$ cat src/inc/ctr_pkg.sv
`default_nettype none
package ctr_pkg;

	// Counter widths
	localparam int PACER_WIDTH = 24;                 // Sample-pacing counter
	localparam int GP_WIDTH    = 16;                 // General-purpose counter
	localparam int ADDR_WIDTH  = 4;                  // I/O offset within the block
	localparam int DATA_WIDTH  = 8;                  // Byte-wide I/O data
	localparam int STAGE_BYTES = 3;                  // Data registers at 12..14

	// Register offsets
	localparam logic [3:0] OFS_RATE      = 4'h9;     // Pacer clock rate select
	localparam logic [3:0] OFS_DATA_LOW  = 4'hc;     // Low data byte
	localparam logic [3:0] OFS_DATA_MID  = 4'hd;     // Middle data byte
	localparam logic [3:0] OFS_DATA_HIGH = 4'he;     // High data byte
	localparam logic [3:0] OFS_COMMAND   = 4'hf;     // Write-only command

	// Field positions and values
	localparam int         RATE_SEL_BIT  = 3;        // pacer_clock_rate_select
	localparam logic       SEL_PACER     = 1'b0;     // counter_select value
	localparam logic       SEL_GP        = 1'b1;     // counter_select value
	localparam logic [1:0] BYTE_LOW      = 2'h0;     // Byte index, low
	localparam logic [1:0] BYTE_MID      = 2'h1;     // Byte index, middle
	localparam logic [1:0] BYTE_HIGH     = 2'h2;     // Byte index, high

	// Reset and idle values
	localparam logic [7:0] RDATA_RESET   = 8'h00;    // Read data after reset
	localparam logic [7:0] UNMAPPED_DATA = 8'h00;    // Answer to other offsets
	localparam logic [7:0] STAGE_RESET   = 8'h00;    // Staged load bytes

	// Timing: periods in ns, divisors derived
	localparam int SYS_PERIOD_NS  = 10;              // 100 MHz system clock
	localparam int FAST_PERIOD_NS = 100;             // 10 MHz counting clock
	localparam int SLOW_PERIOD_NS = 1000;            // 1 MHz counting clock
	localparam int FAST_DIV       = FAST_PERIOD_NS / SYS_PERIOD_NS;
	localparam int SLOW_DIV       = SLOW_PERIOD_NS / FAST_PERIOD_NS;
	localparam int PRESCALE_WIDTH = 4;               // Holds FAST_DIV and SLOW_DIV

	// Command byte, bit 7 down to bit 0
	typedef struct packed {
		logic counter_select;                        // 0 pacer, 1 general purpose
		logic latch_cmd;                             // Capture value for reading
		logic gate_off_cmd;                          // Ignore gate input
		logic gate_on_cmd;                           // Count only while gate high
		logic count_stop_cmd;                        // Disable counting
		logic count_run_cmd;                         // Enable counting
		logic load_cmd;                              // Copy staged value
		logic zero_cmd;                              // Set count to zero
	} cmd_t;

	// Byte of a latched value by index
	function automatic logic [7:0] byte_pick(input logic [23:0] value,
		input logic [1:0] idx);
		byte_pick = value[idx * 8 +: 8];
	endfunction : byte_pick

endpackage : ctr_pkg
`default_nettype wire

$ cat src/logic/down_counter.sv
`timescale 1ns/10ps
`default_nettype none
module down_counter import ctr_pkg::*; #(
	parameter int WIDTH = GP_WIDTH                    // Counter width in bits
) (
	input  wire logic             sys_clk,            // System clock
	input  wire logic             resetn,             // Synchronous reset, low
	input  wire logic             tick,               // Counting clock edge
	input  wire logic             gate,               // Gate input level
	input  wire logic             cmd_hit,            // Command for this counter
	input  wire cmd_t             cmd,                // Decoded command byte
	input  wire logic [WIDTH-1:0] load_value,         // Staged load value
	output logic      [WIDTH-1:0] count_q,            // Current count
	output logic      [WIDTH-1:0] initial_q,          // Reload value
	output logic      [WIDTH-1:0] latched_q,          // Value held for reading
	output logic                  running_q,          // Counter enabled
	output logic                  gated_q,            // Gating enabled
	output logic                  pulse_q             // Terminal-count pulse
);

	// Refuse widths the byte path cannot carry
	if (WIDTH < 2 || WIDTH > PACER_WIDTH) begin : g_bad_width
		$error("down_counter WIDTH out of range");
	end

	localparam logic [WIDTH-1:0] ONE = {{(WIDTH-1){1'b0}}, 1'b1}; // Last step

	logic [WIDTH-1:0] count_d;                        // Next count
	logic [WIDTH-1:0] initial_d;                      // Next reload value
	logic [WIDTH-1:0] latched_d;                      // Next latched value
	logic             running_d;                      // Next enable
	logic             gated_d;                        // Next gating
	logic             pulse_d;                        // Next pulse
	logic             counting;                       // Edge that counts

	// Next state: counting first, commands then override in fixed order
	always_comb begin
		count_d   = count_q;
		initial_d = initial_q;
		latched_d = latched_q;
		running_d = running_q;
		gated_d   = gated_q;
		pulse_d   = pulse_q;
		counting  = tick && running_q && (!gated_q || gate);
		// Pulse lasts one counting-clock period
		if (tick) begin
			pulse_d = 1'b0;
		end
		if (counting) begin
			// Zero after a clear also reloads, so a cleared counter restarts
			if (count_q <= ONE) begin
				count_d = initial_q;
				pulse_d = 1'b1;
			end else begin
				count_d = count_q - ONE;
			end
		end
		if (cmd_hit) begin
			if (cmd.load_cmd) begin
				initial_d = load_value;
				count_d   = load_value;
			end
			if (cmd.zero_cmd) begin
				count_d = '0;
			end
			// Both of a pair set cancels out
			if (cmd.count_run_cmd != cmd.count_stop_cmd) begin
				running_d = cmd.count_run_cmd;
			end
			if (cmd.gate_on_cmd != cmd.gate_off_cmd) begin
				gated_d = cmd.gate_on_cmd;
			end
			// Latch sees the result of the earlier actions
			if (cmd.latch_cmd) begin
				latched_d = count_d;
			end
		end
	end

	// State registers
	always_ff @(posedge sys_clk) begin
		if (!resetn) begin
			count_q   <= '0;
			initial_q <= '0;
			latched_q <= '0;
			running_q <= 1'b0;
			gated_q   <= 1'b0;
			pulse_q   <= 1'b0;
		end else begin
			count_q   <= count_d;
			initial_q <= initial_d;
			latched_q <= latched_d;
			running_q <= running_d;
			gated_q   <= gated_d;
			pulse_q   <= pulse_d;
		end
	end

endmodule : down_counter
`default_nettype wire

$ cat src/logic/ctr_cmd_port.sv
// What this block does
// - Command bit 7 selects counter; bits 6..0 act
// - Pacer loads three bytes, general counter two
// - Load bytes staged at 12..14, any order
// - Load command copies staged value as count
// - Enable or disable anytime; disabled holds value
// - Gating on counts only while gate high
// - Latch captures value; counter keeps running
// - Data reads return latched bytes
// - Clear zeroes counter; enabled one keeps counting
// - Both count down; pacer 24 bits
// - Last step reloads and starts a one-period pulse
// - Pacer clock 10 or 1 MHz by bit
`timescale 1ns/10ps
`default_nettype none
module ctr_cmd_port import ctr_pkg::*; (
	input  wire logic                  sys_clk,       // 100 MHz system clock
	input  wire logic                  resetn,        // Synchronous reset, low
	input  wire logic [ADDR_WIDTH-1:0] io_addr,       // I/O offset
	input  wire logic [DATA_WIDTH-1:0] io_wdata,      // I/O write data
	input  wire logic                  io_wr,         // Write strobe, one cycle
	input  wire logic                  io_rd,         // Read strobe, one cycle
	input  wire logic                  pacer_gate,    // Pacer gate input
	input  wire logic                  gp_gate,       // General counter gate
	output logic      [DATA_WIDTH-1:0] io_rdata_q,    // Read data, next cycle
	output logic                       pacer_pulse,   // Pacer terminal pulse
	output logic                       gp_pulse       // General terminal pulse
);

	// Write decode
	logic wr_cmd;                                     // Command register write
	logic wr_rate;                                    // Rate register write
	cmd_t cmd;                                        // Command byte as fields
	logic pacer_hit;                                  // Command for pacer
	logic gp_hit;                                     // Command for general

	assign wr_cmd    = io_wr && (io_addr == OFS_COMMAND);
	assign wr_rate   = io_wr && (io_addr == OFS_RATE);
	assign cmd       = cmd_t'(io_wdata);
	assign pacer_hit = wr_cmd && (cmd.counter_select == SEL_PACER);
	assign gp_hit    = wr_cmd && (cmd.counter_select == SEL_GP);

	// Staged load bytes, one register per data offset
	logic [DATA_WIDTH-1:0] stage_q [STAGE_BYTES];     // Staged bytes
	logic [DATA_WIDTH-1:0] stage_d [STAGE_BYTES];     // Next staged bytes

	for (genvar i = 0; i < STAGE_BYTES; i++) begin : g_stage
		// Each byte written on its own, so order does not matter
		always_comb begin
			stage_d[i] = stage_q[i];
			if (io_wr && (io_addr == OFS_DATA_LOW + 4'(i))) begin
				stage_d[i] = io_wdata;
			end
		end

		always_ff @(posedge sys_clk) begin
			if (!resetn) begin
				stage_q[i] <= STAGE_RESET;
			end else begin
				stage_q[i] <= stage_d[i];
			end
		end
	end

	// Load values assembled from the staged bytes
	logic [PACER_WIDTH-1:0] pacer_load;               // Low, middle, high
	logic [GP_WIDTH-1:0]    gp_load;                  // Low, high at 12 and 13

	assign pacer_load = {stage_q[BYTE_HIGH], stage_q[BYTE_MID], stage_q[BYTE_LOW]};
	assign gp_load    = {stage_q[BYTE_MID], stage_q[BYTE_LOW]};

	// Pacer clock rate bit; other bits of that offset belong elsewhere
	logic rate_q;                                     // 1 selects 1 MHz
	logic rate_d;                                     // Next rate bit

	always_comb begin
		rate_d = rate_q;
		if (wr_rate) begin
			rate_d = io_wdata[RATE_SEL_BIT];
		end
	end

	always_ff @(posedge sys_clk) begin
		if (!resetn) begin
			rate_q <= 1'b0;
		end else begin
			rate_q <= rate_d;
		end
	end

	// Counting clocks from the system clock as enable ticks
	logic [PRESCALE_WIDTH-1:0] fast_cnt_q;            // Divides to 10 MHz
	logic [PRESCALE_WIDTH-1:0] fast_cnt_d;
	logic [PRESCALE_WIDTH-1:0] slow_cnt_q;            // Divides fast to 1 MHz
	logic [PRESCALE_WIDTH-1:0] slow_cnt_d;
	logic                      fast_tick_q;           // 10 MHz tick
	logic                      fast_tick_d;
	logic                      slow_tick_q;           // 1 MHz tick
	logic                      slow_tick_d;
	logic                      pacer_tick;            // Selected pacer tick

	localparam logic [PRESCALE_WIDTH-1:0] FAST_LAST = PRESCALE_WIDTH'(FAST_DIV - 1);
	localparam logic [PRESCALE_WIDTH-1:0] SLOW_LAST = PRESCALE_WIDTH'(SLOW_DIV - 1);

	// Prescalers; ticks stay one system cycle wide
	always_comb begin
		fast_cnt_d  = fast_cnt_q + 4'h1;
		slow_cnt_d  = slow_cnt_q;
		fast_tick_d = 1'b0;
		slow_tick_d = 1'b0;
		if (fast_cnt_q == FAST_LAST) begin
			fast_cnt_d  = '0;
			fast_tick_d = 1'b1;
			slow_cnt_d  = slow_cnt_q + 4'h1;
			if (slow_cnt_q == SLOW_LAST) begin
				slow_cnt_d  = '0;
				slow_tick_d = 1'b1;
			end
		end
	end

	always_ff @(posedge sys_clk) begin
		if (!resetn) begin
			fast_cnt_q  <= '0;
			slow_cnt_q  <= '0;
			fast_tick_q <= 1'b0;
			slow_tick_q <= 1'b0;
		end else begin
			fast_cnt_q  <= fast_cnt_d;
			slow_cnt_q  <= slow_cnt_d;
			fast_tick_q <= fast_tick_d;
			slow_tick_q <= slow_tick_d;
		end
	end

	// A rate change takes effect at the next tick of the new clock
	assign pacer_tick = rate_q ? slow_tick_q : fast_tick_q;

	// The two counters
	logic [PACER_WIDTH-1:0] pacer_count;              // Pacer count
	logic [PACER_WIDTH-1:0] pacer_initial;            // Pacer reload value
	logic [PACER_WIDTH-1:0] pacer_latched;            // Pacer latched value
	logic                   pacer_running;            // Pacer enabled
	logic                   pacer_gated;              // Pacer gating on
	logic [GP_WIDTH-1:0]    gp_count;                 // General count
	logic [GP_WIDTH-1:0]    gp_initial;               // General reload value
	logic [GP_WIDTH-1:0]    gp_latched;               // General latched value
	logic                   gp_running;               // General enabled
	logic                   gp_gated;                 // General gating on

	down_counter #(
		.WIDTH      (PACER_WIDTH)
	) u_pacer (
		.sys_clk    (sys_clk),
		.resetn     (resetn),
		.tick       (pacer_tick),
		.gate       (pacer_gate),
		.cmd_hit    (pacer_hit),
		.cmd        (cmd),
		.load_value (pacer_load),
		.count_q    (pacer_count),
		.initial_q  (pacer_initial),
		.latched_q  (pacer_latched),
		.running_q  (pacer_running),
		.gated_q    (pacer_gated),
		.pulse_q    (pacer_pulse)
	);

	// General counter runs from the 10 MHz clock
	down_counter #(
		.WIDTH      (GP_WIDTH)
	) u_gp (
		.sys_clk    (sys_clk),
		.resetn     (resetn),
		.tick       (fast_tick_q),
		.gate       (gp_gate),
		.cmd_hit    (gp_hit),
		.cmd        (cmd),
		.load_value (gp_load),
		.count_q    (gp_count),
		.initial_q  (gp_initial),
		.latched_q  (gp_latched),
		.running_q  (gp_running),
		.gated_q    (gp_gated),
		.pulse_q    (gp_pulse)
	);

	// Which counter the data registers show: the last one latched
	logic read_sel_q;                                 // counter_select of latch
	logic read_sel_d;

	always_comb begin
		read_sel_d = read_sel_q;
		if (wr_cmd && cmd.latch_cmd) begin
			read_sel_d = cmd.counter_select;
		end
	end

	always_ff @(posedge sys_clk) begin
		if (!resetn) begin
			read_sel_q <= SEL_PACER;
		end else begin
			read_sel_q <= read_sel_d;
		end
	end

	// Read mux; the command register is write-only and reads as unmapped
	logic [DATA_WIDTH-1:0]  rdata_d;                  // Next read data
	logic [PACER_WIDTH-1:0] read_value;               // Latched value shown

	assign read_value = (read_sel_q == SEL_GP) ? PACER_WIDTH'(gp_latched) : pacer_latched;

	always_comb begin
		rdata_d = io_rdata_q;
		if (io_rd) begin
			case (io_addr)
				OFS_DATA_LOW:  rdata_d = byte_pick(read_value, BYTE_LOW);
				OFS_DATA_MID:  rdata_d = byte_pick(read_value, BYTE_MID);
				// General counter has no high byte; zero-extended reads 0
				OFS_DATA_HIGH: rdata_d = byte_pick(read_value, BYTE_HIGH);
				default:       rdata_d = UNMAPPED_DATA;
			endcase
		end
	end

	always_ff @(posedge sys_clk) begin
		if (!resetn) begin
			io_rdata_q <= RDATA_RESET;
		end else begin
			io_rdata_q <= rdata_d;
		end
	end

	// Helper terms for the checks below
	logic pacer_event;                                // Pacer counts this cycle
	assign pacer_event = pacer_tick && pacer_running && (!pacer_gated || pacer_gate);

	AST_LOAD_COPIES: assert property (@(posedge sys_clk) disable iff (!resetn)
		pacer_hit && cmd.load_cmd && !cmd.zero_cmd |=>
		pacer_count == $past(pacer_load) && pacer_initial == $past(pacer_load))
		else $error("load did not copy staged value");

	AST_CLEAR_ZERO: assert property (@(posedge sys_clk) disable iff (!resetn)
		gp_hit && cmd.zero_cmd |=> gp_count == '0)
		else $error("clear did not zero counter");

	AST_STOP_HOLDS: assert property (@(posedge sys_clk) disable iff (!resetn)
		!pacer_running && !pacer_hit |=> $stable(pacer_count))
		else $error("disabled counter changed");

	AST_GATE_LOW_HOLDS: assert property (@(posedge sys_clk) disable iff (!resetn)
		gp_running && gp_gated && !gp_gate && !gp_hit |=> $stable(gp_count))
		else $error("gated counter counted with gate low");

	AST_COUNT_DOWN: assert property (@(posedge sys_clk) disable iff (!resetn)
		pacer_event && !pacer_hit && pacer_count > 24'h000001 |=>
		pacer_count == $past(pacer_count) - 24'h000001 && !pacer_pulse)
		else $error("counter did not step down by one");

	AST_RELOAD_PULSE: assert property (@(posedge sys_clk) disable iff (!resetn)
		pacer_event && !pacer_hit && pacer_count <= 24'h000001 |=>
		pacer_pulse && pacer_count == pacer_initial ##1 pacer_pulse[*8])
		else $error("terminal count did not pulse and reload");

	AST_LATCH_RUNS: assert property (@(posedge sys_clk) disable iff (!resetn)
		gp_hit && cmd.latch_cmd && !cmd.load_cmd && !cmd.zero_cmd |=>
		gp_latched == gp_count && gp_running == $past(gp_running))
		else $error("latch missed value or stopped counter");

	AST_READ_LOW: assert property (@(posedge sys_clk) disable iff (!resetn)
		io_rd && io_addr == OFS_DATA_LOW |=> io_rdata_q == $past(read_value[7:0]))
		else $error("low byte read wrong");

	AST_STAGE_ANY: assert property (@(posedge sys_clk) disable iff (!resetn)
		io_wr && io_addr == OFS_DATA_MID |=> gp_load[15:8] == $past(io_wdata))
		else $error("staged byte not stored");

	// The other counter must keep its enable, whatever it was
	AST_SELECT: assert property (@(posedge sys_clk) disable iff (!resetn)
		gp_hit && cmd.count_run_cmd && !cmd.count_stop_cmd |=>
		gp_running && pacer_running == $past(pacer_running))
		else $error("command reached wrong counter");

	AST_PAIR_CANCELS: assert property (@(posedge sys_clk) disable iff (!resetn)
		pacer_hit && cmd.gate_on_cmd && cmd.gate_off_cmd |=> $stable(pacer_gated))
		else $error("opposing gate bits took effect");

	// A slow tick must fall where the slow prescaler wraps
	AST_SLOW_RATE: assert property (@(posedge sys_clk) disable iff (!resetn)
		rate_q && pacer_tick && !wr_rate |-> slow_cnt_q == '0 ##1 !pacer_tick[*8])
		else $error("slow pacer clock ticked too often");

endmodule : ctr_cmd_port
`default_nettype wire

$ cat config.mk
export PLATFORM = sky130hd
export DESIGN_NAME = ctr_cmd_port
export DESIGN_NICKNAME = d
export VERILOG_FILES = /design/src/inc/ctr_pkg.sv /design/src/logic/down_counter.sv /design/src/logic/ctr_cmd_port.sv
export SDC_FILE = /design/constraint.sdc
export NUM_CORES = 1
export LEC_CHECK = 0
export ABC_AREA = 1
export BUFFER_PORTS_ARGS = -buffer_cell sky130_fd_sc_hd__clkbuf_2
export CAP_MARGIN = 20
export CORE_MARGIN = 2
export CORE_UTILIZATION = 44
export CTS_CLUSTER_DIAMETER = 60
export DETAILED_ROUTE_END_ITERATION = 8
export GPL_TIMING_DRIVEN = 0
export HOLD_SLACK_MARGIN = 0.03
export PLACE_DENSITY = 0.67
export SYNTH_ARGS = -nofsm -noshare
export SYNTH_HDL_FRONTEND = slang
export SYNTH_SLANG_ARGS = --single-unit
$ cat constraint.sdc
create_clock -name sys_clk -period 1.7 [get_ports sys_clk]
set_clock_uncertainty 0.05 [all_clocks]
set_input_delay 0.34 -clock sys_clk [delete_from_list [all_inputs] [get_ports sys_clk]]
set_output_delay 0.34 -clock sys_clk [all_outputs]
set_load 0.02 [all_outputs]
# --- Word level (Yosys, flattened, before mapping) ---
# Memories as Yosys holds them, arrays and structs flattened.
# Cells that the tools add are included.
totals:
  in_bits: 18
  mem_bits_ro: 0
  reg_bits: 146
  latchBits: 0
  output_inout_bits: 10
  mem_count: 1
  elab_cells: 102
  ramBits: 24
memory_table:
  columns: ["memory", "depth", "word_bits", "rd", "rd_clocked_by_memory_dff", "write_ports", "line_no", "rtl"]
  rows:
  - ["stage_q", 3, 8, 3, 0, 3, "ctr_cmd_port.sv:44", "logic [DATA_WIDTH-1:0] stage_q [STAGE_BYTES];"]
op_classes:
  n_reduce_logical: 29
  bitwise: 5
  n_eq_ne: 12
  multipliers: 0
  div_mod_pow: 0
  add_sub_neg: 4
  magnitude_cmp: 2
  n_shift: 0
  muxes: 30
op_table:
  columns: ["op", "count"]
  rows:
  - ["$mux 24", 6]
  - ["$mux 16", 5]
  - ["$mux 8", 6]
  - ["$eq 4x4->1 const B", 7]
  - ["$le 24x1->1 const B", 1]
  - ["$pmux 8 s3", 1]
  - ["$reduce_and 2->1", 12]
  - ["$sub 24x1->24 const B", 1]
  - ["$le 16x1->1 const B", 1]
  - ["$sub 16x1->16 const B", 1]
  - ["$logic_and 1x1->1", 12]
  - ["$mux 1", 11]
  - ["$add 4x1->4 const B", 2]
  - ["$mux 4", 1]
  - ["$ne 1x1->1 const B", 3]
  - ["$or 1x1->1", 3]
  - ["$logic_not 1->1", 2]
  - ["$logic_or 1x1->1", 2]
  - ["$ne 1x1->1", 2]
  - ["$not 1->1", 2]
  - ["$reduce_or 2->1", 1]

# --- Longest topological paths before layout ---
# Gate-level depths: netlist (run 1).
logic_depth:
  depth_word: 7
  mapped_depth: 13
  ltp_nobuf: 13

# --- By module ---
# Synthesis (run 1) repeated with hierarchy kept, for this count alone.
hier_totals:
  cells_unflattened: 1421
  area_unflattened_um2: 9193.8
by_module_without_submodules:
  columns: ["mod", "area_each_um2", "cells_per_inst", "instances"]
  rows:
  - ["down_counter (u_pacer)", 4207.8, 659, 1]
  - ["down_counter (u_gp)", 2892.8, 449, 1]
  - ["ctr_cmd_port", 2093.3, 313, 1]

# --- Worst setup path before layout (run 1) ---
# No wires, ideal clock.
synth_path:
  kind: "register to register"
  startpoint: "register u_pacer.count_q[0]"
  endpoint: "register u_pacer.latched_q[11]"
  stages_incl_launch_ff: 13
  setup_time_ns: 0.112
  required_time_ns: 1.538
  setup_slack_ns: -0.147
  t_arrival_ns: 1.685
  synth_period_minus_slack_ns: 1.847
  cell_sequence: "dfxtp_1 inv_1 ha_1 or2_2 nand3_1 nor2_4 nand2_2 buf_6 o21ai_0 o22ai_1 nand2_1 nand2_1 nand2_1"
synth_between:
  elab_chain_cells: 5
synth_rtl:
  columns: ["item", "line_no", "rtl"]
  rows:
  - ["start: declaration", "down_counter.sv:13", "output logic [WIDTH-1:0] count_q,"]
  - ["start signal: assignment", "down_counter.sv:90", "count_q <= count_d;"]
  - ["$sub 24x1->24 / $le 24x1->1 (equally long branches)", "down_counter.sv:55, down_counter.sv:51", null]
  - ["$mux 24 *", "down_counter.sv:51", "if (count_q <= ONE) begin"]
  - ["$mux 24 *", "down_counter.sv:49", "if (counting) begin"]
  - ["$mux 24 *", "down_counter.sv:59", "if (cmd.load_cmd) begin"]
  - ["$mux 24 *", "down_counter.sv:63", "if (cmd.zero_cmd) begin"]
  - ["end signal: assignment", "down_counter.sv:92", "latched_q <= latched_d;"]
  - ["end: declaration", "down_counter.sv:15", "output logic [WIDTH-1:0] latched_q,"]
# Every way passes the cells marked *; elsewhere a longest branch is shown, timed or not.
# A chain may end at the register's enable or synchronous reset.

# --- Worst setup path after layout (run 1) ---
layout_path:
  startpoint: "register u_pacer.count_q[7]"
  endpoint: "register u_pacer.count_q[18]"
layout_between:
  elab_chain_cells: 6
layout_rtl:
  columns: ["item", "line_no", "rtl"]
  rows:
  - ["$sub 24x1->24 / $le 24x1->1 (equally long branches)", "down_counter.sv:55, down_counter.sv:51", null]
  - ["$mux 24 *", "down_counter.sv:51", null]
  - ["$mux 24 *", "down_counter.sv:49", null]
  - ["$mux 24", "down_counter.sv:59", null]
  - ["$mux 24", "down_counter.sv:63", null]
  - ["$mux 24 *", "down_counter.sv:58", "if (cmd_hit) begin"]
# Marks and branches as above.

==> impl_results.md, run 1 <==
* Top FF cell, synth: dfxtp_1
* Tightest Pin Transition at 0.8881 ns
* Largest net degree at the start of global routing at 17
* Count of final setup violators at 79
* Critical-path cell list: nor2_4 -> nand2_1 -> nor2_4 -> nand2_1 -> nor2_1 -> nand2_1 -> nand2_4 -> nand3_2 -> nand2_2 -> nand2_2 -> nand2_4 -> a21oi_2
* Count of buffer and inverter cells on the critical path at 0
* # clock sinks at between 150 and 200
* Final Worst Setup Slack at -0.2749 ns
* Multi-input gate area at 5782 um2
* Worst setup EP type: register
* First DRT Iteration DRCs at between 900 and 1000
* Maximum buffer depth of the clock tree at 2
* Tmin final at 1.975 ns
* Global-route wire length before repair at roughly 47000 um
* Static Leak at slightly below 5 nW
* Final HPWL DP at 21800 um
* Initial antenna violation count at 0
* Overflow after GRT at 0
* Seq pwr share at a little under half
* F_max at 506.4 MHz
* Antenna-violating nets left at 0
* TritonCTS Buffers at 17
* Hold Buf Count CTS at 0
* Setup tns final at -12.29 ns
* Pwr Density at about 760 nW/um2
* Crit path max fanout at 5
* Cell mode on critical path: nand2_1
* Syn_nets at around 1300
* Buffers on Ports at 24
* Fin. Hold Viols at 0
* Outcome: complete, but fails checks
* Fin. max-slew vios at 0
* Clock power share at between 40 and 50%
* TritonCTS clock tree: done
* Drt first pass iters at 5
* FP Rows at ~50
* Switch Pwr at between 2 and 2.5 mW
* Layout Nets at approximately 1400
* Crit path kind: reg2reg
* Family with the most delay on the worst path: simple AND/OR/NAND/NOR gates
* Synth-to-layout area growth at 32.81%
* Share of cells above drive strength 1 at 32.41%
* IO Count at 28
* Root buffer cell: clkbuf_16
* DR vias/cell at roughly 5.7
* Final Cell Area at 11650 um2
* H-tree level count at 4
* Post-synth EDFFs at 0
* Diodes inserted at 0
* Vias in the first global route at slightly below 9000
* Asr flop ratio synth at 0%
* Netlist cell types at between 40 and 50
* Clk_lat worst skew at 0.44 ns
* Core Region at around 20000 um2
* Commonest non-fill, non-tap cell in the layout: nand2_1
* #FFs+latches synth at between 150 and 200
* Setup crit start kind: register
* Failing checks: negative setup slack
* RSZ-0062 raised after global routing: yes
* DRC at 0
* MaxCap Viol Count at 0
* Fillers at between 1500 and 2000
* P_int at around 6.5 mW
* Reg clk slew, reported paths at 0.07 ns
* Register area at between 3000 and 4000 um2
* Slowest cell on the critical path: dfxtp_1
* Most frequent cells in the layout: nand2_1 (283), dfxtp_1 (153), nand3_1 (90)
* GRT Overall Usage at roughly 29%
* YS warnings at 0
* Critical Path RT at 1.96 ns
* Sw frac at 26.45%
* Die width at approximately 150 um
* Vias at roughly 9500
* Starting density of the core at ~45%
* Overall power at about 9 mW
* Logic pwr share at 9.5%
* Post-synthesis cell area at between 8000 and 9000 um2
* Die H at 145.2 um
* WP data arrival at between 2 and 2.5 ns
* Post-Syn Instances at roughly 1300
* Final WL at 32140 um
* Slowest stage delay, CP at 0.39 ns
* Syn avg cell area at ~6.8 um2
* WL per Instance at approximately 19 um
* HP Class: in2reg
* Total die area at between 20000 and 25000 um2
* Peak VDD IR at ~0.77 mV
* Slew margin rel. at 40.25%
* Area after DPL at 9243 um2
* Final period util at 116.2%
* RD Place Congestion at around 0.94
* Seq/Total Area, Yosys at about two fifths
-- cell usage after synthesis (3+ instances only) --
library cell / number / area [um2]
nand2_1: 374 / 1404
dfxtp_1: 170 / 3403
a21oi_1: 128 / 640.6
nand3_1: 125 / 625.6
inv_1: 96 / 360.4
nor2_1: 91 / 341.6
o21ai_0: 68 / 340.3
clkbuf_1: 36 / 135.1
o21ai_1: 28 / 140.1
nand4_1: 18 / 112.6
a221oi_2: 14 / 210.2
xor2_1: 13 / 113.9
nor2_2: 12 / 75.07
nor3_1: 12 / 60.06
buf_2: 11 / 55.05
inv_2: 11 / 41.29
a221o_1: 8 / 80.08
nor2_4: 8 / 90.09
buf_1: 7 / 26.28
nand2_2: 7 / 43.79
buf_6: 6 / 67.56
ha_1: 6 / 75.07
nand3b_1: 6 / 45.04
a31oi_1: 3 / 18.77
nand3_2: 3 / 30.03
o211ai_1: 3 / 22.52
xnor2_1: 3 / 26.28
-- power by group through the flow --
stage	combinational [mW]	clock, mW	sequential, mW
after global routing	0.883	4.12	4.03
after CTS	0.695	3.93	4.03
after floorplan	0.383	0	4.12
final	0.835	3.93	4.03
after detailed placement	0.579	0	4.13
after global placement	0.576	0	4.13
-- state kept, by name, indices dropped and copies added, names as in the netlist --
signal and count:
io_rdata_q 8, read_sel_q 1, u_pacer.count_q 24, u_pacer.latched_q 24, fast_tick_q 1, u_pacer.gated_q 1
u_pacer.running_q 1, u_gp.initial_q 16, u_pacer.initial_q 24, u_gp.pulse_q 1, slow_cnt_q 4, fast_cnt_q 4
u_pacer.pulse_q 1, rate_q 1, u_gp.count_q 16, u_gp.running_q 1, u_gp.gated_q 1, stage_q 24
u_gp.latched_q 16, slow_tick_q 1
-- tightest hold or removal path, stage by stage --
cell      delay, ns
clkbuf_2       0.13
inv_1          0.08
a21oi_1        0.06
-- worst paths after layout --
check	start	endpoint	slack, ns	cells after the start
setup / recovery	u_pacer.count_q[7]$_SDFF_PN0_	u_pacer.count_q[18]$_SDFF_PN0_	-0.27	12
hold reg to reg	u_pacer.latched_q[23]$_SDFFE_PN0P_	u_pacer.latched_q[23]$_SDFFE_PN0P_	0.40	2
setup reg to reg	u_pacer.count_q[7]$_SDFF_PN0_	u_pacer.count_q[18]$_SDFF_PN0_	-0.27	12
hold / removal	io_wdata[5]	stage_q[1][5]$_SDFFE_PN0P_	0.17	3
-- logic make-up after synthesis --
group | synth area share, %
compound gates | 17.43
xor+xnor | 1.598
fa+ha+maj | 0.8560
buf+inv | 8.032
flops | 38.81
simple gates | 33.27
-- layout make-up --
type	count	area share [%]
multi-input cells	948	49.64
flip-flops and latches	170	29.53
repair buffers	90	6.274
clock buffers	18	3.771
inverters	108	3.728
plain buffers	62	2.933
well taps	265	2.847
clock inverters	14	1.278
-- routing by layer --
metal,share of wire (%),up-vias,track usage [%]
met1,40,4406,37.14
met3,7.7,108,4.623
li1,-,4490,-
met4,6.0,0,15.05
met5,0,-,0
met2,46,499,46.07
-- repair_timing --
action                                  CTS  global route
pin swaps                                66            88
resized for setup                       197           174
buffers inserted                         39            25
endpoints found under the setup margin  101           113
cloned                                    3             0
-- per-stage QoR --
| stage | utilization (%) | std cells | worst slack [ns] | hold WS (ns) |
|---|---|---|---|---|
| 2_1_floorplan | - | 1287 | 0.02273 | 0.3745 |
| 4_1_cts | 55.34 | 1650 | -0.2478 | 0.1698 |
| 5_1_grt | 59.65 | 1675 | -0.4008 | 0.1710 |
| 3_3_place_gp | 47.33 | 1576 | -0.5839 | 0.3910 |
| 3_5_place_dp | 47.33 | 1576 | -0.6208 | 0.3901 |
| 6_report | 59.65 | 1675 | -0.2749 | 0.1714 |
(Power assumes the default switching activity.)
==> run 2, diff against run 1 <==
REMOVE_ABC_BUFFERS = 1   (was unset)
==> run 2 against run 1 <==
Against the previous run:
- the run ends with design-rule violations, negative setup slack left
- power is 1.8% higher
- non-clock buffer count down 51
- design area shrank 1.8%
- wire length shrank 3.4%
- sequential power barely moved
- critical path depth stayed put
- fmax up 2.8%
- largest cell class unchanged
==> impl_results.md, run 2 (synthesized netlist as in run 1, its figures left out) <==
* Outcome: complete, but fails checks
* Failing checks: design-rule violations, negative setup slack
* Tightest Pin Transition at approximately 0.87 ns
* Root buffer cell: clkbuf_16
* Most frequent cells in the layout: nand2_1 (300), dfxtp_1 (141), a21oi_1 (97)
* First DRT Iteration DRCs at ~1200
* FP Rows at around 50
* Crit path kind: reg2reg
* Critical Path RT at about 2 ns
* Pwr Density at 782.3 nW/um2
* Setup tns final at -9.202 ns
* P_int at ~6.7 mW
* Fin util at between 50 and 60%
* Multi-input gate area at about 5700 um2
* Peak VDD IR at roughly 0.86 mV
* Final std cells w/o fill at around 1600
* Area after DPL at between 9000 and 10000 um2
* Share of cells above drive strength 1 at about a third
* TritonCTS clock tree: done
* TritonCTS Buffers at 17
* Hold Buf Count CTS at 0
* Final WL at between 30000 and 40000 um
* DRC at 3
* RSZ-0062 raised after global routing: yes
* Switch Pwr at approximately 2.3 mW
* Worst setup EP type: register
* Largest net degree at the start of global routing at 74
* Final HPWL DP at 18310 um
* Maximum buffer depth of the clock tree at 2
* RD Place Congestion at about 0.89
* Vias in the first global route at 8648
* Tmin final at roughly 1.9 ns
* Overflow after GRT at 0
* Initial antenna violation count at 0
* H-tree level count at 4
* Seq pwr share at between 40 and 50%
* Final period util at 113.0%
* Hold Startpoint: io_addr[2]
* IO Count at 28
* Synth-to-layout area growth at 30.49%
* MaxCap Viol Count at 0
* Count of final setup violators at 85
* GRT Overall Usage at 27.93%
* Drt first pass iters at 9
* Overall power at slightly below 9 mW
* Fillers at around 1700
* Diodes inserted at 0
* Critical R2R Launch: u_pacer.count_q[1]$_SDFF_PN0_
* Hold_ws at approximately 0.15 ns
* Critical Path Start: u_pacer.count_q[1]$_SDFF_PN0_
* Commonest non-fill, non-tap cell in the layout: nand2_1
* Crit path max fanout at 6
* Global-route wire length before repair at 46460 um
* Final Worst Setup Slack at -0.2218 ns
* Placed cells at ~1500
* Slew margin rel. at a little over two fifths
* Vias at ~9500
* WL per Instance at 19.07 um
* Reg clk slew, reported paths at 0.07 ns
* Logic pwr share at around 8.6%
* Die width at between 100 and 150 um
* HP Class: in2reg
* # clock sinks at 170
* WP data arrival at around 2.2 ns
* Sw frac at 25.60%
* Fin. max-slew vios at 0
* F_max at 520.4 MHz
* Static Leak at ~4.8 nW
* Clk_lat worst skew at around 0.44 ns
* Clock power share at between 40% and 50%
* Place WS at -1.879 ns
* Fin. Hold Viols at 0
* Buffers on Ports at 27
* DR vias/cell at roughly 5.8
* Starting density of the core at 44.91%
* Setup crit start kind: register
* Antenna-violating nets left at 0
* Die H at 145.2 um
* Layout Nets at 1374
* Core Region at ~20000 um2
* Register area at about 3500 um2
* Total die area at between 20000 and 25000 um2
* Final Cell Area at 11440 um2
run 2: cell count changes in the layout (fill, tap and decap cells not counted), moves of 7 or more:
| cell | delta |
|---|---|
| a21oi_2 | -12 |
| buf_2 | -10 |
| buf_6 | -8 |
| nor2_1 | -12 |
| dfxtp_1 | -12 |
| dfxtp_2 | +9 |
| nand2_2 | -10 |
| a21oi_1 | +12 |
| nand2_1 | +17 |
| clkbuf_2 | -8 |
| clkbuf_1 | -25 |
| nand2_4 | -9 |
| nor2_2 | +7 |
run 2: worst max-delay path, cell delays in order, from the launching register on:
cell and delay [ns]:
dfxtp_2 0.34, inv_4 0.08, ha_4 0.15, or2_4 0.13, nand3_4 0.06, nor2_4 0.22
nand2_4 0.14, buf_12 0.18, a21oi_4 0.12, o21ai_2 0.07, nand3_1 0.09, nand2_2 0.09
o21ai_1 0.12
run 2: routing by layer:
| metal | global-route usage (%) | share of wire [%] | vias up | wire length [um] |
|---|---|---|---|---|
| li1 | - | - | 4399 | - |
| met1 | 34.99 | 39 | 4440 | 12180 |
| met2 | 45.36 | 46 | 479 | 14420 |
| met3 | 4.591 | 8.0 | 138 | 2475 |
| met4 | 16.47 | 6.3 | 0 | 1966 |
| met5 | 0 | 0 | - | 0 |
run 2: power by group through the flow:
| stage | registers (mW) | logic [mW] | clock network, mW |
|---|---|---|---|
| 3_3_place_gp | 4.13 | 0.534 | 0 |
| 6_report | 4.03 | 0.773 | 4.15 |
| 4_1_cts | 4.03 | 0.664 | 4.17 |
| 5_1_grt | 4.03 | 0.820 | 4.35 |
| 3_5_place_dp | 4.13 | 0.548 | 0 |
| 2_1_floorplan | 4.12 | 0.320 | 0 |
run 2: path summary, 6_finish.rpt:
path / end / slack, ns / depth (start not counted)
max reg2reg: u_pacer.latched_q[9]$_SDFFE_PN0P_ / -0.22 / 12
max: u_pacer.latched_q[9]$_SDFFE_PN0P_ / -0.22 / 12
min reg2reg: u_pacer.latched_q[7]$_SDFFE_PN0P_ / 0.41 / 2
min: rate_q$_SDFFE_PN0P_ / 0.15 / 3
run 2: timing repair:
item | 4_1_cts | 5_1_grt
gates cloned | 6 | 0
resized for setup | 207 | 143
endpoints found under the setup margin | 145 | 124
pin swaps | 60 | 45
setup buffers | 51 | 19
run 2: cell type report:
type	instances	share of cell area, %
inverter	108	3.980
clock inverter	11	1.410
multi-input combinational	950	49.78
timing repair buffer	101	7.446
sequential	170	30.25
tap	265	2.897
timing repair inverter	2	0.2077
clock buffer	21	4.024
==> run 3, diff against run 2 <==
CORE_ASPECT_RATIO = 0.6   (was unset)
SYNTH_HIERARCHICAL = 1   (was unset)
==> run 3 against run 2 <==
Against the previous run:
- the run ends with negative setup slack left
- sequential power is essentially flat
- synthesized cell count rose by 10%
- worst setup slack got worse by 0.046 ns
- design area down 0.94%
- first-iteration DRC count up 14%
- critical path depth down 2
- clock power down 5.8%
- synthesized area grew 4.8%
- non-clock buffer count decreased by 17
- sequential share of layout area about the same
- worst hold slack improved by 0.062 ns
- core utilization fell by 2.7 points
- critical path type unchanged
- critical endpoint is now u_pacer/latched_q[16]$_SDFFE_PN0P_
==> impl_results.md, run 3 <==
* Slew margin rel. at between 20% and 30%
* DRC at 0
* Endpoint of the worst hold path: rate_q$_SDFFE_PN0P_
* YS warnings at 6
* TritonCTS Buffers at 17
* DR vias/cell at between 5 and 6
* Die width at about 190 um
* Critical R2R Launch: u_pacer/count_q[22]$_SDFF_PN0_
* Antenna-violating nets left at 0
* WL per Instance at between 15 and 20 um
* Setup crit start kind: register
* H-tree level count at 4
* RD Place Congestion at 0.8923
* RSZ-0062 raised after global routing: yes
* WHS Path Cells at 3
* Placed cells at 1662
* HP Class: in2reg
* Initial antenna violation count at 1
* R2r endpoint: u_pacer/latched_q[16]$_SDFFE_PN0P_
* Synth-to-layout area growth at 23.30%
* TritonCTS clock tree: done
* # clock sinks at 170
* Outcome: complete, but fails checks
* Syn avg cell area at around 6.5 um2
* Reg2Reg Depth at 10
* Global-route wire length before repair at 47790 um
* Seq/Total Area, Yosys at 37.02%
* Hold Startpoint: io_wr
* Crit path max fanout at 3
* Final Worst Setup Slack at -0.2675 ns
* Starting density of the core at 45.36%
* Most common library cells after synthesis: nand2_1 (370), nor2_1 (201), dfxtp_1 (170), o21ai_0 (146), inv_1 (123)
* Total die area at 22110 um2
* Root buffer cell: clkbuf_16
* Final period util at 115.7%
* Fin. Hold Viols at 0
* First DRT Iteration DRCs at 1331
* #FFs+latches synth at 170
* Share of cells above drive strength 1 at between 20 and 25%
* Yosys top cell area share at 37.02%
* Largest net degree at the start of global routing at 104
* Overflow after GRT at 0
* Post-synth EDFFs at 0
* Tmin final at between 1.5 and 2 ns
* MaxCap Viol Count at 0
* Count of final setup violators at between 90 and 100
* Netlist cell types at 37
* R2r setup slk at -0.27 ns
* IO Count at 28
* Hold_ws at 0.2158 ns
* Hold Buf Count CTS at 0
* Post-synthesis cell area at around 9000 um2
* Asr flop ratio synth at 0%
* Dominant cells by area after synthesis: dfxtp_1 (37%), nand2_1 (15%), nor2_1 (8.2%)
* Layout Nets at between 1000 and 1500
* Final HPWL DP at a little over 20000 um
* Critical Path RT at roughly 2.0 ns
* Post-Syn Instances at between 1000 and 1500
* Most frequent cell after synthesis: nand2_1
* Most frequent cells in the layout: nand2_1 (330), nor2_1 (179), dfxtp_1 (160)
* FP Rows at 40
* Commonest non-fill, non-tap cell in the layout: nand2_1
* Dominant cell type by area after synthesis: dfxtp_1
* F_max at 508.2 MHz
* Top FF cell, synth: dfxtp_1
* Worst setup EP type: register
* Final std cells w/o fill at ~1800
* Vias in the first global route at about 8700
* Vias at 10070
* Buffers on Ports at 27
* Fin. max-slew vios at 0
* Clk_lat worst skew at between 0.4 and 0.5 ns
* GRT Overall Usage at between 20% and 30%
* Die H at approximately 120 um
* Pwr Density at roughly 800 nW/um2
* Setup tns final at -11.76 ns
* Crit path kind: reg2reg
* Diodes inserted at 0
* Drt first pass iters at 5
* WP data arrival at 2.27 ns
* Peak VDD IR at between 0.7 and 0.8 mV
* Final WL at roughly 32000 um
* Core Region at 20270 um2
* Static Leak at between 5 and 6 nW
* Failing checks: negative setup slack
* Tightest Pin Transition at between 1 and 1.5 ns
* Reg clk slew, reported paths at 0.07 ns
* Maximum buffer depth of the clock tree at 2
run 3: final cells by class:
cell class              count  area (um2)
flip-flops and latches    170        3426
multi-input cells        1063        5627
repair buffers             84       773.2
repair inverters            6       42.54
fillers                  1923        8934
clock inverters             7       92.59
well taps                 273       341.6
inverters                 132       549.3
clock buffers              22       484.2
run 3: critical path, stage by stage (launching register included):
cell,delay [ns]
dfxtp_1,0.35
nor2_4,0.23
nand4_1,0.31
nor2_4,0.25
buf_4,0.16
nand3_1,0.07
nand3_1,0.09
nand2_1,0.10
nand2_1,0.07
nand2_1,0.08
a21oi_1,0.13
run 3: power by group:
group	switching (mW)	internal, mW	total (mW)	leakage (nW)
Combinational	0.742	0.337	1.08	3.53
Clock	1.62	2.29	3.91	0.276
Sequential	0.0418	4.02	4.06	1.38
Total	2.40	6.65	9.05	5.19
run 3: cells by family after synthesis:
| logic type | after synthesis | share of synthesized area [%] |
|---|---|---|
| and+or+nand+nor | 748 | 35.62 |
| AOI/OAI and AO/OA | 294 | 16.93 |
| buffers and inverters | 194 | 8.764 |
| DFF | 170 | 37.02 |
| xor gates and xnor gates | 9 | 0.8574 |
| adders and majority gates | 6 | 0.8165 |
run 3: worst max-delay path by stage:
stage / from / endpoint / slack (ns) / cells after the start
3_3_place_gp: io_addr[2] / u_pacer/initial_q[15]$_SDFFE_PN0P_ / -3.58 / 9
6_report: u_pacer/count_q[22]$_SDFF_PN0_ / u_pacer/latched_q[16]$_SDFFE_PN0P_ / -0.27 / 10
2_1_floorplan: io_wr / u_pacer/initial_q[10]$_SDFFE_PN0P_ / -1.39 / 8
3_5_place_dp: io_addr[2] / u_pacer/initial_q[9]$_SDFFE_PN0P_ / -1.82 / 9
5_1_grt: u_pacer/count_q[7]$_SDFF_PN0_ / u_pacer/latched_q[20]$_SDFFE_PN0P_ / -0.34 / 12
4_1_cts: u_pacer/count_q[0]$_SDFF_PN0_ / u_pacer/latched_q[17]$_SDFFE_PN0P_ / -0.20 / 15
run 3: through the flow:
| stage | utilization (%) | setup slack, ns | power (mW) | instance area [um2] |
|---|---|---|---|---|
| 6_report | 55.93 | -0.2675 | 9.049 | 11340 |
| 4_1_cts | 53.83 | -0.2018 | 9.010 | 10910 |
| 2_1_floorplan | - | -1.388 | 4.664 | 8886 |
| 5_1_grt | 55.93 | -0.3440 | 9.314 | 11340 |
| 3_3_place_gp | 46.19 | -3.582 | 4.952 | 9363 |
| 3_5_place_dp | 46.51 | -1.820 | 4.972 | 9428 |
run 3: timing repair:
action,4_1_cts,5_1_grt
cloned,11,2
resized for setup,127,82
pin swaps,45,41
setup endpoints to repair,135,121
buffers inserted,42,12
run 3: routing by layer:
layer	up-vias	global-route usage (%)	wire [um]
li1	4727	-	-
met1	4759	43.72	15190
met2	544	37.72	12400
met3	43	8.692	4420
met4	0	7.287	430
met5	-	0	0
